$ cat config.mk
export PLATFORM = sky130hd
export DESIGN_NAME = toggle_reset_indirect_access
export DESIGN_NICKNAME = d
export VERILOG_FILES = /design/src/rtl/toggle_pkg.sv /design/src/rtl/nibble_assembler.sv /design/src/rtl/toggle_reset_indirect_access.sv
export VERILOG_INCLUDE_DIRS = /design/src /design/src/rtl
export SDC_FILE = /design/constraint.sdc
export NUM_CORES = 1
export LEC_CHECK = 0
export ABC_AREA = 1
export BUFFER_PORTS_ARGS = -buffer_cell sky130_fd_sc_hd__clkbuf_2
export CORE_MARGIN = 10
export CORE_UTILIZATION = 55
export CTS_BUF_LIST = sky130_fd_sc_hd__clkbuf_16
export DETAILED_ROUTE_END_ITERATION = 10
export PLACE_DENSITY = 0.74
export SYNTH_ARGS = -nofsm -noshare
export SYNTH_HDL_FRONTEND = slang
export SYNTH_HIERARCHICAL = 1
export SYNTH_SLANG_ARGS = --single-unit
export TNS_END_PERCENT = 100
$ cat constraint.sdc
create_clock -name sys_clk_in -period 2.3 [get_ports sys_clk_in]
set_input_delay 0.345 -clock sys_clk_in [delete_from_list [all_inputs] [get_ports sys_clk_in]]
set_output_delay 0.345 -clock sys_clk_in [all_outputs]
set_load 0.01 [all_outputs]
$ cat src/rtl/toggle_cfg.svh
// Offsets, field positions and reset values of the indirect toggle access block
`ifndef TOGGLE_CFG_SVH
`define TOGGLE_CFG_SVH

// ----------------------------------------------------------------
// Command register indexes
// ----------------------------------------------------------------
`define CMD_IDX_ADDR_LOW   6'h3a
`define CMD_IDX_ADDR_HIGH  6'h3b
`define CMD_IDX_VALUE      6'h3c
`define CMD_IDX_RESET      6'h00
// Bit of a command address transfer that asks for a read
`define CMD_RD_BIT         6

// ----------------------------------------------------------------
// Extended register map
// ----------------------------------------------------------------
`define XADDR_TOGGLE_CTRL  16'he683
`define XADDR_RESET        16'h0000
`define XDATA_UNMAPPED     8'h00

// ----------------------------------------------------------------
// Toggle control fields
// ----------------------------------------------------------------
`define TC_Q_BIT           7
`define TC_S_BIT           6
`define TC_R_BIT           5
`define TC_IO_BIT          4
// One bit per endpoint number: 0, 1, 2, 6 and 8 are valid
`define TC_EP_VALID_MASK   16'h0147
`define TC_SEL_RESET       5'h00
`define TOGGLE_RESET       32'h0000_0000

`endif

$ cat src/rtl/toggle_pkg.sv
// Types shared by the indirect toggle access block
package toggle_pkg;

  typedef enum logic [2:0] {
    S_RESET   = 3'b001,
    S_IDLE    = 3'b010,
    S_RELEASE = 3'b100
  } fsm_t;

  typedef struct packed {
    fsm_t        state;
    logic        wr_s1;
    logic        wr_s2;
    logic        rd_s1;
    logic        rd_s2;
    logic        asel_s1;
    logic        asel_s2;
    logic [7:0]  dat_s1;
    logic [7:0]  dat_s2;
    logic [5:0]  cmd_idx;
    logic [15:0] xaddr;
    logic [4:0]  sel;
    logic [31:0] toggle;
    logic [7:0]  rd_data;
    logic        ready;
    logic        int_pend;
    logic        int_n;
    logic        oe;
  } core_t;

  typedef struct packed {
    logic       phase;
    logic [3:0] hi;
    logic       valid;
    logic [7:0] byte_val;
  } nib_t;

endpackage

$ cat src/rtl/nibble_assembler.sv
// Joins two command data nibbles, upper first, into one byte
`include "toggle_cfg.svh"

module nibble_assembler
  import toggle_pkg::*;
(
  input  wire logic       sys_clk_in,
  input  wire logic       rst_n_in,
  input  wire logic       clear_in,
  input  wire logic       nib_valid_in,
  input  wire logic [3:0] nibble_in,
  output logic            byte_valid_out,
  output logic [7:0]      byte_out
);

  nib_t q;
  nib_t d;

  always_comb begin
    d       = q;
    d.valid = 1'b0;
    if (clear_in) begin
      d.phase = 1'b0;
    end else if (nib_valid_in && !q.phase) begin
      d.hi    = nibble_in;
      d.phase = 1'b1;
    end else if (nib_valid_in) begin
      d.byte_val = {q.hi, nibble_in};
      d.valid    = 1'b1;
      d.phase    = 1'b0;
    end
  end

  always_ff @(posedge sys_clk_in) begin
    if (!rst_n_in) begin
      q <= '0;
    end else begin
      q <= d;
    end
  end

  assign byte_valid_out = q.valid;
  assign byte_out       = q.byte_val;

  // ----------------------------------------------------------------
  // Checks
  // ----------------------------------------------------------------
  a_nibble_order: assert property (@(posedge sys_clk_in) disable iff (!rst_n_in)
    (nib_valid_in && q.phase && !clear_in) |=> (q.valid && q.byte_val[3:0] == $past(nibble_in)
      && q.byte_val[7:4] == $past(q.hi)))
    else $error("nibbles not joined upper first");

endmodule // nibble_assembler

$ cat src/rtl/toggle_reset_indirect_access.sv
// Command port with indirect extended-register access to endpoint data toggles
//
// Overview of operation
// - Writing one to bit 5 forces the selected endpoint toggle to DATA0.
// - Bit 4 picks direction: zero means OUT endpoint, one means IN.
// - Bits 3..0 hold endpoint number; only 0, 1, 2, 6, 8 act.
// - A value written through register 3c lands in the addressed extended register.
// - A command address read of 3c returns the addressed register's contents.
// - Each byte arrives as two data nibbles, upper first, joined in order.
// - Active-high ready gates command accesses and is low by default.
// - Active-low interrupt flags pending events and idles high.
// - Low reset returns command port and all toggle settings to defaults.
// - Writing one to bit 6 with bit 5 zero forces the selected endpoint toggle to DATA1.
// - Reading bit 7 returns the selected endpoint's current toggle.
// - Toggle control lives at extended address e683, reached only indirectly.
`include "toggle_cfg.svh"

module toggle_reset_indirect_access
  import toggle_pkg::*;
(
  input  wire logic        sys_clk_in,
  input  wire logic        rst_n_in,
  input  wire logic        wr_n_in,
  input  wire logic        rd_n_in,
  input  wire logic        addr_sel_in,
  input  wire logic [7:0]  data_in,
  input  wire logic        txn_done_in,
  input  wire logic        txn_dir_in,
  input  wire logic [3:0]  txn_ep_in,
  output logic [7:0]       data_out,
  output logic             data_oe_out,
  output logic             ready_out,
  output logic             int_n_out,
  output logic [31:0]      toggle_out
);

  localparam core_t CORE_RST = '{
    state:    S_RESET,
    wr_s1:    1'b1,
    wr_s2:    1'b1,
    rd_s1:    1'b1,
    rd_s2:    1'b1,
    xaddr:    `XADDR_RESET,
    sel:      `TC_SEL_RESET,
    toggle:   `TOGGLE_RESET,
    int_n:    1'b1,
    default:  '0
  };

  // One bit per endpoint number, so the lookup stays one bit wide
  localparam logic [15:0] EP_VALID_MASK = `TC_EP_VALID_MASK;

  core_t       q;
  core_t       d;
  logic        nib_valid;
  logic        nib_clear;
  logic        byte_valid;
  logic [7:0]  byte_val;
  logic        tc_wr;
  logic        ep_ok;
  logic        clr_req;
  logic        set_req;
  logic        force_evt;
  logic        rd_clear;
  logic [7:0]  cur_val;
  logic [31:0] tog_next;
  logic        addr_rd_req;

  // ----------------------------------------------------------------
  // Nibble pairing
  // ----------------------------------------------------------------
  nibble_assembler u_nib (
    .sys_clk_in     (sys_clk_in),
    .rst_n_in       (rst_n_in),
    .clear_in       (nib_clear),
    .nib_valid_in   (nib_valid),
    .nibble_in      (q.dat_s2[3:0]),
    .byte_valid_out (byte_valid),
    .byte_out       (byte_val)
  );

  // ----------------------------------------------------------------
  // Toggle control decode
  // ----------------------------------------------------------------
  // Only the toggle control word is mapped; other addresses swallow writes
  assign tc_wr = byte_valid && (q.cmd_idx == `CMD_IDX_VALUE)
                 && (q.xaddr == `XADDR_TOGGLE_CTRL);
  assign ep_ok = EP_VALID_MASK[byte_val[3:0]];
  // Clear takes priority when both action bits are written at once
  assign clr_req   = tc_wr && ep_ok && byte_val[`TC_R_BIT];
  assign set_req   = tc_wr && ep_ok && byte_val[`TC_S_BIT] && !byte_val[`TC_R_BIT];
  assign force_evt = clr_req || set_req;

  assign cur_val = (q.xaddr == `XADDR_TOGGLE_CTRL)
                   ? {q.toggle[q.sel], 2'b00, q.sel}
                   : `XDATA_UNMAPPED;

  assign addr_rd_req = q.asel_s2 && q.dat_s2[`CMD_RD_BIT]
                       && (q.dat_s2[5:0] == `CMD_IDX_VALUE);

  // Index is {direction, endpoint}, so IN entries sit in the upper half
  genvar gi;
  generate
    for (gi = 0; gi < 32; gi++) begin : g_tog
      always_comb begin
        if (clr_req && byte_val[4:0] == 5'(gi)) begin
          tog_next[gi] = 1'b0;
        end else if (set_req && byte_val[4:0] == 5'(gi)) begin
          tog_next[gi] = 1'b1;
        end else if (txn_done_in && {txn_dir_in, txn_ep_in} == 5'(gi)) begin
          tog_next[gi] = ~q.toggle[gi];
        end else begin
          tog_next[gi] = q.toggle[gi];
        end
      end
    end
  endgenerate

  // ----------------------------------------------------------------
  // Command engine
  // ----------------------------------------------------------------
  always_comb begin
    d         = q;
    nib_valid = 1'b0;
    nib_clear = 1'b0;
    rd_clear  = 1'b0;
    // Pins are asynchronous to the core; data is caught at the same depth
    d.wr_s1   = wr_n_in;
    d.wr_s2   = q.wr_s1;
    d.rd_s1   = rd_n_in;
    d.rd_s2   = q.rd_s1;
    d.asel_s1 = addr_sel_in;
    d.asel_s2 = q.asel_s1;
    d.dat_s1  = data_in;
    d.dat_s2  = q.dat_s1;
    d.toggle  = tog_next;
    case (q.state)
      S_RESET: begin
        d.state = S_IDLE;
      end
      S_IDLE: begin
        if (!q.wr_s2) begin
          if (q.asel_s2) begin
            d.cmd_idx = q.dat_s2[5:0];
            nib_clear = 1'b1;
            if (addr_rd_req) begin
              d.rd_data = cur_val;
            end
          end else begin
            nib_valid = 1'b1;
          end
          d.state = S_RELEASE;
        end else if (!q.rd_s2) begin
          d.oe     = 1'b1;
          rd_clear = 1'b1;
          d.state  = S_RELEASE;
        end
      end
      S_RELEASE: begin
        if (q.wr_s2 && q.rd_s2) begin
          d.oe    = 1'b0;
          d.state = S_IDLE;
        end
      end
      default: begin
        d.state = S_RESET;
      end
    endcase
    if (byte_valid) begin
      case (q.cmd_idx)
        `CMD_IDX_ADDR_LOW: begin
          d.xaddr[7:0] = byte_val;
        end
        `CMD_IDX_ADDR_HIGH: begin
          d.xaddr[15:8] = byte_val;
        end
        default: begin
        end
      endcase
    end
    if (tc_wr) begin
      d.sel = byte_val[4:0];
    end
    // A new event in the clearing cycle keeps the interrupt pending
    d.int_pend = (q.int_pend && !rd_clear) || force_evt;
    d.int_n    = !d.int_pend;
    d.ready    = (d.state == S_IDLE);
  end

  always_ff @(posedge sys_clk_in) begin
    if (!rst_n_in) begin
      q <= CORE_RST;
    end else begin
      q <= d;
    end
  end

  assign data_out    = q.rd_data;
  assign data_oe_out = q.oe;
  assign ready_out   = q.ready;
  assign int_n_out   = q.int_n;
  assign toggle_out  = q.toggle;

  // ----------------------------------------------------------------
  // Checks
  // ----------------------------------------------------------------
  a_clear_to_data0: assert property (@(posedge sys_clk_in) disable iff (!rst_n_in)
    (tc_wr && byte_val[`TC_R_BIT] && (byte_val[3:0] == 4'h6))
      |=> (q.toggle[$past(byte_val[4:0])] == 1'b0))
    else $error("clear did not force data0");

  a_set_to_data1: assert property (@(posedge sys_clk_in) disable iff (!rst_n_in)
    (tc_wr && byte_val[`TC_S_BIT] && !byte_val[`TC_R_BIT] && (byte_val[3:0] == 4'h2))
      |=> (q.toggle[$past(byte_val[4:0])] == 1'b1))
    else $error("set did not force data1");

  a_dir_other_kept: assert property (@(posedge sys_clk_in) disable iff (!rst_n_in)
    (clr_req && !txn_done_in)
      |=> (q.toggle[{!$past(byte_val[4]), $past(byte_val[3:0])}]
           == $past(q.toggle[{!byte_val[4], byte_val[3:0]}])))
    else $error("action hit the other direction");

  a_bad_ep_ignored: assert property (@(posedge sys_clk_in) disable iff (!rst_n_in)
    (tc_wr && !txn_done_in && (byte_val[3:0] == 4'h3 || byte_val[3:0] == 4'h4))
      |=> (q.toggle == $past(q.toggle)) && q.int_n == $past(q.int_n) || $past(rd_clear))
    else $error("invalid endpoint changed a toggle");

  a_low_byte_load: assert property (@(posedge sys_clk_in) disable iff (!rst_n_in)
    (byte_valid && q.cmd_idx == `CMD_IDX_ADDR_LOW)
      |=> (q.xaddr[7:0] == $past(byte_val)) && (q.xaddr[15:8] == $past(q.xaddr[15:8])))
    else $error("low address byte not loaded");

  a_high_byte_load: assert property (@(posedge sys_clk_in) disable iff (!rst_n_in)
    (byte_valid && q.cmd_idx == `CMD_IDX_ADDR_HIGH)
      |=> (q.xaddr[15:8] == $past(byte_val)) && (q.xaddr[7:0] == $past(q.xaddr[7:0])))
    else $error("high address byte not loaded");

  a_value_stored: assert property (@(posedge sys_clk_in) disable iff (!rst_n_in)
    tc_wr |=> (q.sel == $past(byte_val[4:0])))
    else $error("value not stored in toggle control");

  a_readback_value: assert property (@(posedge sys_clk_in) disable iff (!rst_n_in)
    (q.state == S_IDLE && !q.wr_s2 && addr_rd_req && q.xaddr == `XADDR_TOGGLE_CTRL)
      |=> (q.rd_data[4:0] == $past(q.sel)) && (q.rd_data[`TC_Q_BIT] == $past(q.toggle[q.sel]))
          && (q.rd_data[6:5] == 2'b00))
    else $error("readback differs from toggle control");

  a_unmapped_zero: assert property (@(posedge sys_clk_in) disable iff (!rst_n_in)
    (q.state == S_IDLE && !q.wr_s2 && addr_rd_req && q.xaddr != `XADDR_TOGGLE_CTRL)
      |=> (q.rd_data == `XDATA_UNMAPPED))
    else $error("unmapped extended address read nonzero");

  a_ready_busy_low: assert property (@(posedge sys_clk_in) disable iff (!rst_n_in)
    (!q.wr_s2 && (q.state == S_IDLE || q.state == S_RELEASE)) |=> !ready_out)
    else $error("ready high during an access");

  a_event_interrupt: assert property (@(posedge sys_clk_in) disable iff (!rst_n_in)
    force_evt |=> !int_n_out ##1 (!int_n_out || $past(rd_clear)))
    else $error("forced toggle did not raise interrupt");

  a_reset_defaults: assert property (@(posedge sys_clk_in)
    !rst_n_in |=> (!ready_out && int_n_out && toggle_out == `TOGGLE_RESET && !data_oe_out
                   && q.xaddr == `XADDR_RESET))
    else $error("reset left state behind");

  a_addr_holds: assert property (@(posedge sys_clk_in) disable iff (!rst_n_in)
    !byte_valid |=> $stable(q.xaddr))
    else $error("extended address changed without a load");

endmodule // toggle_reset_indirect_access

# Yosys cells after proc, flatten, opt, wreduce, memory -nomap -nowiden
# Memory sizes are Yosys's and may differ from the RTL's. A register that Yosys moved wholly into a read port is not among the register bits.
# Cells that the tools add are included.
# op_classes
order_cmp	2
n_eq_ne	74
mux	90
n_bitwise	36
n_reduce_logical	190
# ops
operator	count
$eq 5x5->1 const B	32
$logic_and 1x1->1	107
$eq 5x4->1 const B	16
$mux 1	80
$reduce_bool 2->1	34
$reduce_or 2->1	33
$eq 5x3->1 const B	8
$not 1->1	36
$eq 6x6->1 const B	4
$eq 5x2->1 const B	4
$eq 16x16->1 const B	1
$eq 5x1->1 const B	2
$logic_not 5->1	2
$mux 3	3
$mux 9	1
$pmux 3 s3	1
$mux 4	2
$mux 8	1
$reduce_and 4->1	2
$eq 3x2->1 const B	2
$lt 5x6->1 const B	1
$ne 2x2->1 const B	3
$reduce_and 2->1	3
$reduce_and 3->1	2
other kinds (8)	12
# totals
regBits	108
mem_bits_ro	16
out_inout_bits	43
wordCells	447
memories	1
# mem_list
name	depth	width	read_ports	rd_clocked_by_memory_dff	wr	line	source
(no name shown)	16	1	1	1	0	toggle_reset_indirect_access.sv:88	assign ep_ok = EP_VALID_MASK[byte_val[3:0]];

# Longest topological paths before layout
# depth
ltp_word	9
ltp_mapped	12
depth_no_buf	11

# Modules after synthesis
# Netlist, hierarchy kept.
# by_module_without_submodules
module	n_inst	cells_each	area_each_um2
toggle_reset_indirect_access	1	639	4491.8
nibble_assembler	1	92	635.6

# Worst setup path after synthesis
# Ideal clock, no wire load.
# synth_timing
path_type	reg-to-reg
startpoint	register q[93] (netlist name)
endpoint	register u_nib/q[10] (netlist name)
setup_time_ns	0.115
arrival_ns	1.502
setup_slack_ns	0.683
path_stages_with_launch	7
n_path_buf	0
synth_period_minus_slack_ns	1.617
path_cell_list	dfxtp_1 > nor3_4 > inv_1 > nor3_1 > nand3_1 > nor2_1 > nor2_1
# synth_between
elab_chain_len	4
# synth_lines
element	line	source
start: declaration	toggle_reset_indirect_access.sv:53	core_t q;
start signal: assignment	toggle_reset_indirect_access.sv:192	q <= CORE_RST;
start signal: assignment	toggle_reset_indirect_access.sv:194	q <= d;
$eq 3x2->1	toggle_reset_indirect_access.sv:137	case (q.state)
$mux 1	toggle_reset_indirect_access.sv:137	
net nib_valid	toggle_reset_indirect_access.sv:55	logic nib_valid;
$logic_and 1x1->1	nibble_assembler.sv:24	end else if (nib_valid_in && !q.phase) begin
$reduce_and 2->1 (no line)	n/a	
end signal: assignment	nibble_assembler.sv:36	q <= '0;
end signal: assignment	nibble_assembler.sv:38	q <= d;
end: declaration	nibble_assembler.sv:16	nib_t q;
# The timed path passes the listed nets, and every way through them passes these cells.
# A chain may end at the register's enable or synchronous reset.

# Final worst setup path
# layout_timing
startpoint	register q[69] (netlist name)
endpoint	register q[59] (netlist name)
# layout_between
elab_chain_len	2
# layout_lines
element	line	source
$eq 6x6->1	toggle_reset_indirect_access.sv:170	case (q.cmd_idx)
$reduce_and 2->1 (no line)	n/a	
# No other way between the ends.

==> results.sh <==
export IMPL_syn_mean_instance_area_um2=7.01
export IMPL_worstSetupStartpointType="register"
export IMPL_async_flop_share_pct=0
export IMPL_finalWirelength_um=10500
export IMPL_routedWlPerCell_um=12.4
export IMPL_reg2reg_slack_ps=520
export IMPL_core_um2=9150
export IMPL_yosysSeqAreaShare_pct=41.4
export IMPL_io_buffers=58
export IMPL_design_area_um2=5390
export IMPL_cts_hold_buf=0
export IMPL_yosys_warnings=6
export IMPL_via_count=4220
export IMPL_rr_startpoint="q[69]"
export IMPL_clk_path_buf_depth=2
export IMPL_cts_resized=0
export IMPL_cp_max_fo=16
export IMPL_max_stage_delay_ps=580
export IMPL_synth_distinct_cells=31
export IMPL_regArea_um2=2120
export IMPL_die_x_um=117
export IMPL_finClkSkew_ps=7.84
export IMPL_setup_violations_final=0
export IMPL_hold_violations=0
export IMPL_grt_use_total_pct=16.1
export IMPL_synth_top_family_by_area="simple AND/OR/NAND/NOR gates"
export IMPL_min_from="data_in[4]"
export IMPL_cts_root_buf="clkbuf_16"
export IMPL_vdd_ir_drop_max_mv=0.498
export IMPL_synth_simple_area_share_pct=28.8
export IMPL_cp_required_ps=2570
export IMPL_drc=0
export IMPL_synth_fa_ha_area_share_pct=0
export IMPL_clk_latency_ps=350
export IMPL_multi_input_area_um2=2130
export IMPL_maxCapViolations=0
export IMPL_drv_slew=0
export IMPL_synth_area_leaders="dfxtp_1 41%, nand2_1 12%, nor2_1 7.7%, buf_4 7.3%, inv_1 7.0%"
export IMPL_synthesis_area_um2=5130
export IMPL_yosys_area_top_type="dfxtp_1"
export IMPL_tns_ps=0
export IMPL_power_density_nw_per_um2=655
export IMPL_crit_type="reg2reg"
export IMPL_antenna_found_initial=0
export IMPL_postCtsSetupBuffers=0
export IMPL_timing_final_crit_share_pct=77.2
export IMPL_cpMostUsedCell="nand2_1"
export IMPL_cp_end_kind="register"
export IMPL_fillerInstances=863
export IMPL_placed_cell_area_um2=5090
export IMPL_diodes=0
export IMPL_synth_top_area_share_pct=41.4
export IMPL_min_to="d[75]"
export IMPL_nets=751
export IMPL_dp_hpwl_um=7600
export IMPL_clock_sinks=106
export IMPL_synth_seq_cells=106
export IMPL_rows=35
export IMPL_postRouteAntennaNets=0
export IMPL_dr_pass1_iters=5
export IMPL_dieArea_um2=13600
export IMPL_cts_inserted_buffers=9
export IMPL_syn_instance_count=731
export IMPL_path_cells="nand2_1, inv_1, nand2_1, or2_4, nor3b_4, o21ai_0, a21oi_1"
export IMPL_h_tree_depth=3
export IMPL_grt_pass1_wl_um=18100
export IMPL_tightest_slew_ps=679
export IMPL_rr_worst_depth=7
export IMPL_rsz0062_at_grt="false"
export IMPL_overflow=0
export IMPL_clkTransAtPathRegs_ps=70
export IMPL_status="complete, no violations"
export IMPL_dr_first_iter_drc_count=233
export IMPL_synth_compound_area_share_pct=8.25
export IMPL_p_leak_nw=2.41
export IMPL_grt_pass1_vias=4084
export IMPL_timing_rr_end="q[59]"
export IMPL_min_period_ps=1780
export IMPL_cp_arrival_ps=2050
export IMPL_fmaxAchievable_mhz=563
export IMPL_synth_edff_count=0
export IMPL_synth_main_ff_cell="dfxtp_1"
export IMPL_dieHeight_um=117
export IMPL_io_pins=62
export IMPL_hold_class="in2reg"
export IMPL_drive_gt1_share_pct=12.9
export IMPL_synth_xor_area_share_pct=4.27
export IMPL_grt_max_degree=65
export IMPL_routed_via_density=4.98
export IMPL_syn_to_final_growth_pct=5.03
export IMPL_holdWs_ps=171
export IMPL_worst_path_max_delay_cell="nor3b_4"
export IMPL_globalplace_congestion=0.897
export IMPL_max_slew_margin_pct=54.7
export IMPL_muxShareOfSynthArea_pct=0
export IMPL_cts_tree="done"
export IMPL_hold_depth=3
export IMPL_start_util_pct=56.0
## cell type report
cell class                      count  share of cell area (%)
Sequential cell                   106                    39.4
Tap cell                          111                    2.58
Multi-Input combinational cell    453                    39.5
Clock buffer                        9                    4.18
Inverter                           97                    6.76
Clock inverter                      7                    1.21
Timing Repair Buffer               65                    6.37
## synth_stat cells (4+ instances only)
master / instances
a211oi_1: 5
a21oi_1: 41
buf_2: 9
buf_4: 50
buf_6: 4
clkbuf_1: 10
dfxtp_1: 106
inv_1: 95
nand2_1: 166
nand3_1: 49
nand4_1: 11
nor2_1: 105
nor3_1: 5
o21ai_0: 26
or2_2: 5
xor2_1: 24
## sequential cells by signal (all words and copies together) (netlist names), 5 cells and up
| register | count |
|---|---|
| q | 41 |
| toggle_out | 32 |
| d | 10 |
| u_nib/byte_out | 8 |
| data_out | 6 |
| u_nib/q | 5 |
## layer usage
metal | track usage (%) | vias up | wire length (um)
li1 | - | 2205 | -
met1 | 19.9 | 1904 | 4680
met2 | 27.5 | 95 | 5040
met3 | 3.70 | 16 | 680
met4 | 4.53 | 0 | 130
met5 | 0 | - | 0
## worst max path at each step
stage | to | startpoint | slack, ps | cells past startpoint
after floorplan | u_nib/q[10] | q[93] | 680 | 6
after global placement | u_nib/q[10] | q[93] | 600 | 8
after detailed placement | u_nib/q[10] | q[93] | 560 | 8
after CTS | q[59] | q[69] | 500 | 7
after global routing | u_nib/q[10] | q[94] | 250 | 9
final | q[59] | q[69] | 520 | 7
## worst max-delay path: cells and delay by family, from the launching register on
family	cells	cell delay, ps
DFF	1	330
buffers and inverters	1	40
AOI/OAI and AO/OA	2	370
and+or+nand+nor	4	950
## layout by cell type (no fill, tap or decap), types with 2 or more instances in the layout
cell type | synthesis | layout
nor3_1 | 5 | 5
dfxtp_1 | 106 | 106
nor3_4 | 2 | 2
nand4_1 | 11 | 11
a21oi_2 | 2 | 2
buf_4 | 50 | 7
a211oi_1 | 5 | 5
nor2_1 | 105 | 105
a21oi_1 | 41 | 41
nand3_1 | 49 | 49
o21ai_0 | 26 | 26
o21ai_2 | 2 | 2
inv_1 | 95 | 95
clkinv_1 | 2 | 3
or2_2 | 5 | 5
clkbuf_16 | 0 | 9
clkbuf_2 | 0 | 58
xor2_1 | 24 | 24
conb_1 | 1 | 2
nand2_1 | 166 | 166
clkinv_4 | 0 | 2
## stage by stage
stage	util (%)	worst slack, ps	cells	total power [mW]
after floorplan	-	683	732	2.06
after global placement	55.7	602	832	2.10
after detailed placement	55.7	556	832	2.10
after CTS	58.8	501	848	3.56
after global routing	58.8	250	848	3.66
final	58.8	524	848	3.53
## power breakdown
group / internal (mW) / switching (mW)
Combinational: 0.0571 / 0.111
Sequential: 1.87 / 0.0218
Clock: 0.755 / 0.716
Total: 2.68 / 0.848
## kinds of logic (layout without fill, tap and decap cells)
kind of cell,count (synthesis),in the layout
AND/OR/NAND/NOR,348,348
other,1,2
AO/OA/AOI/OAI,78,78
flip-flops,106,106
XOR/XNOR,25,25
buffers and inverters,173,178
Power figures use the tool's default switching activity.
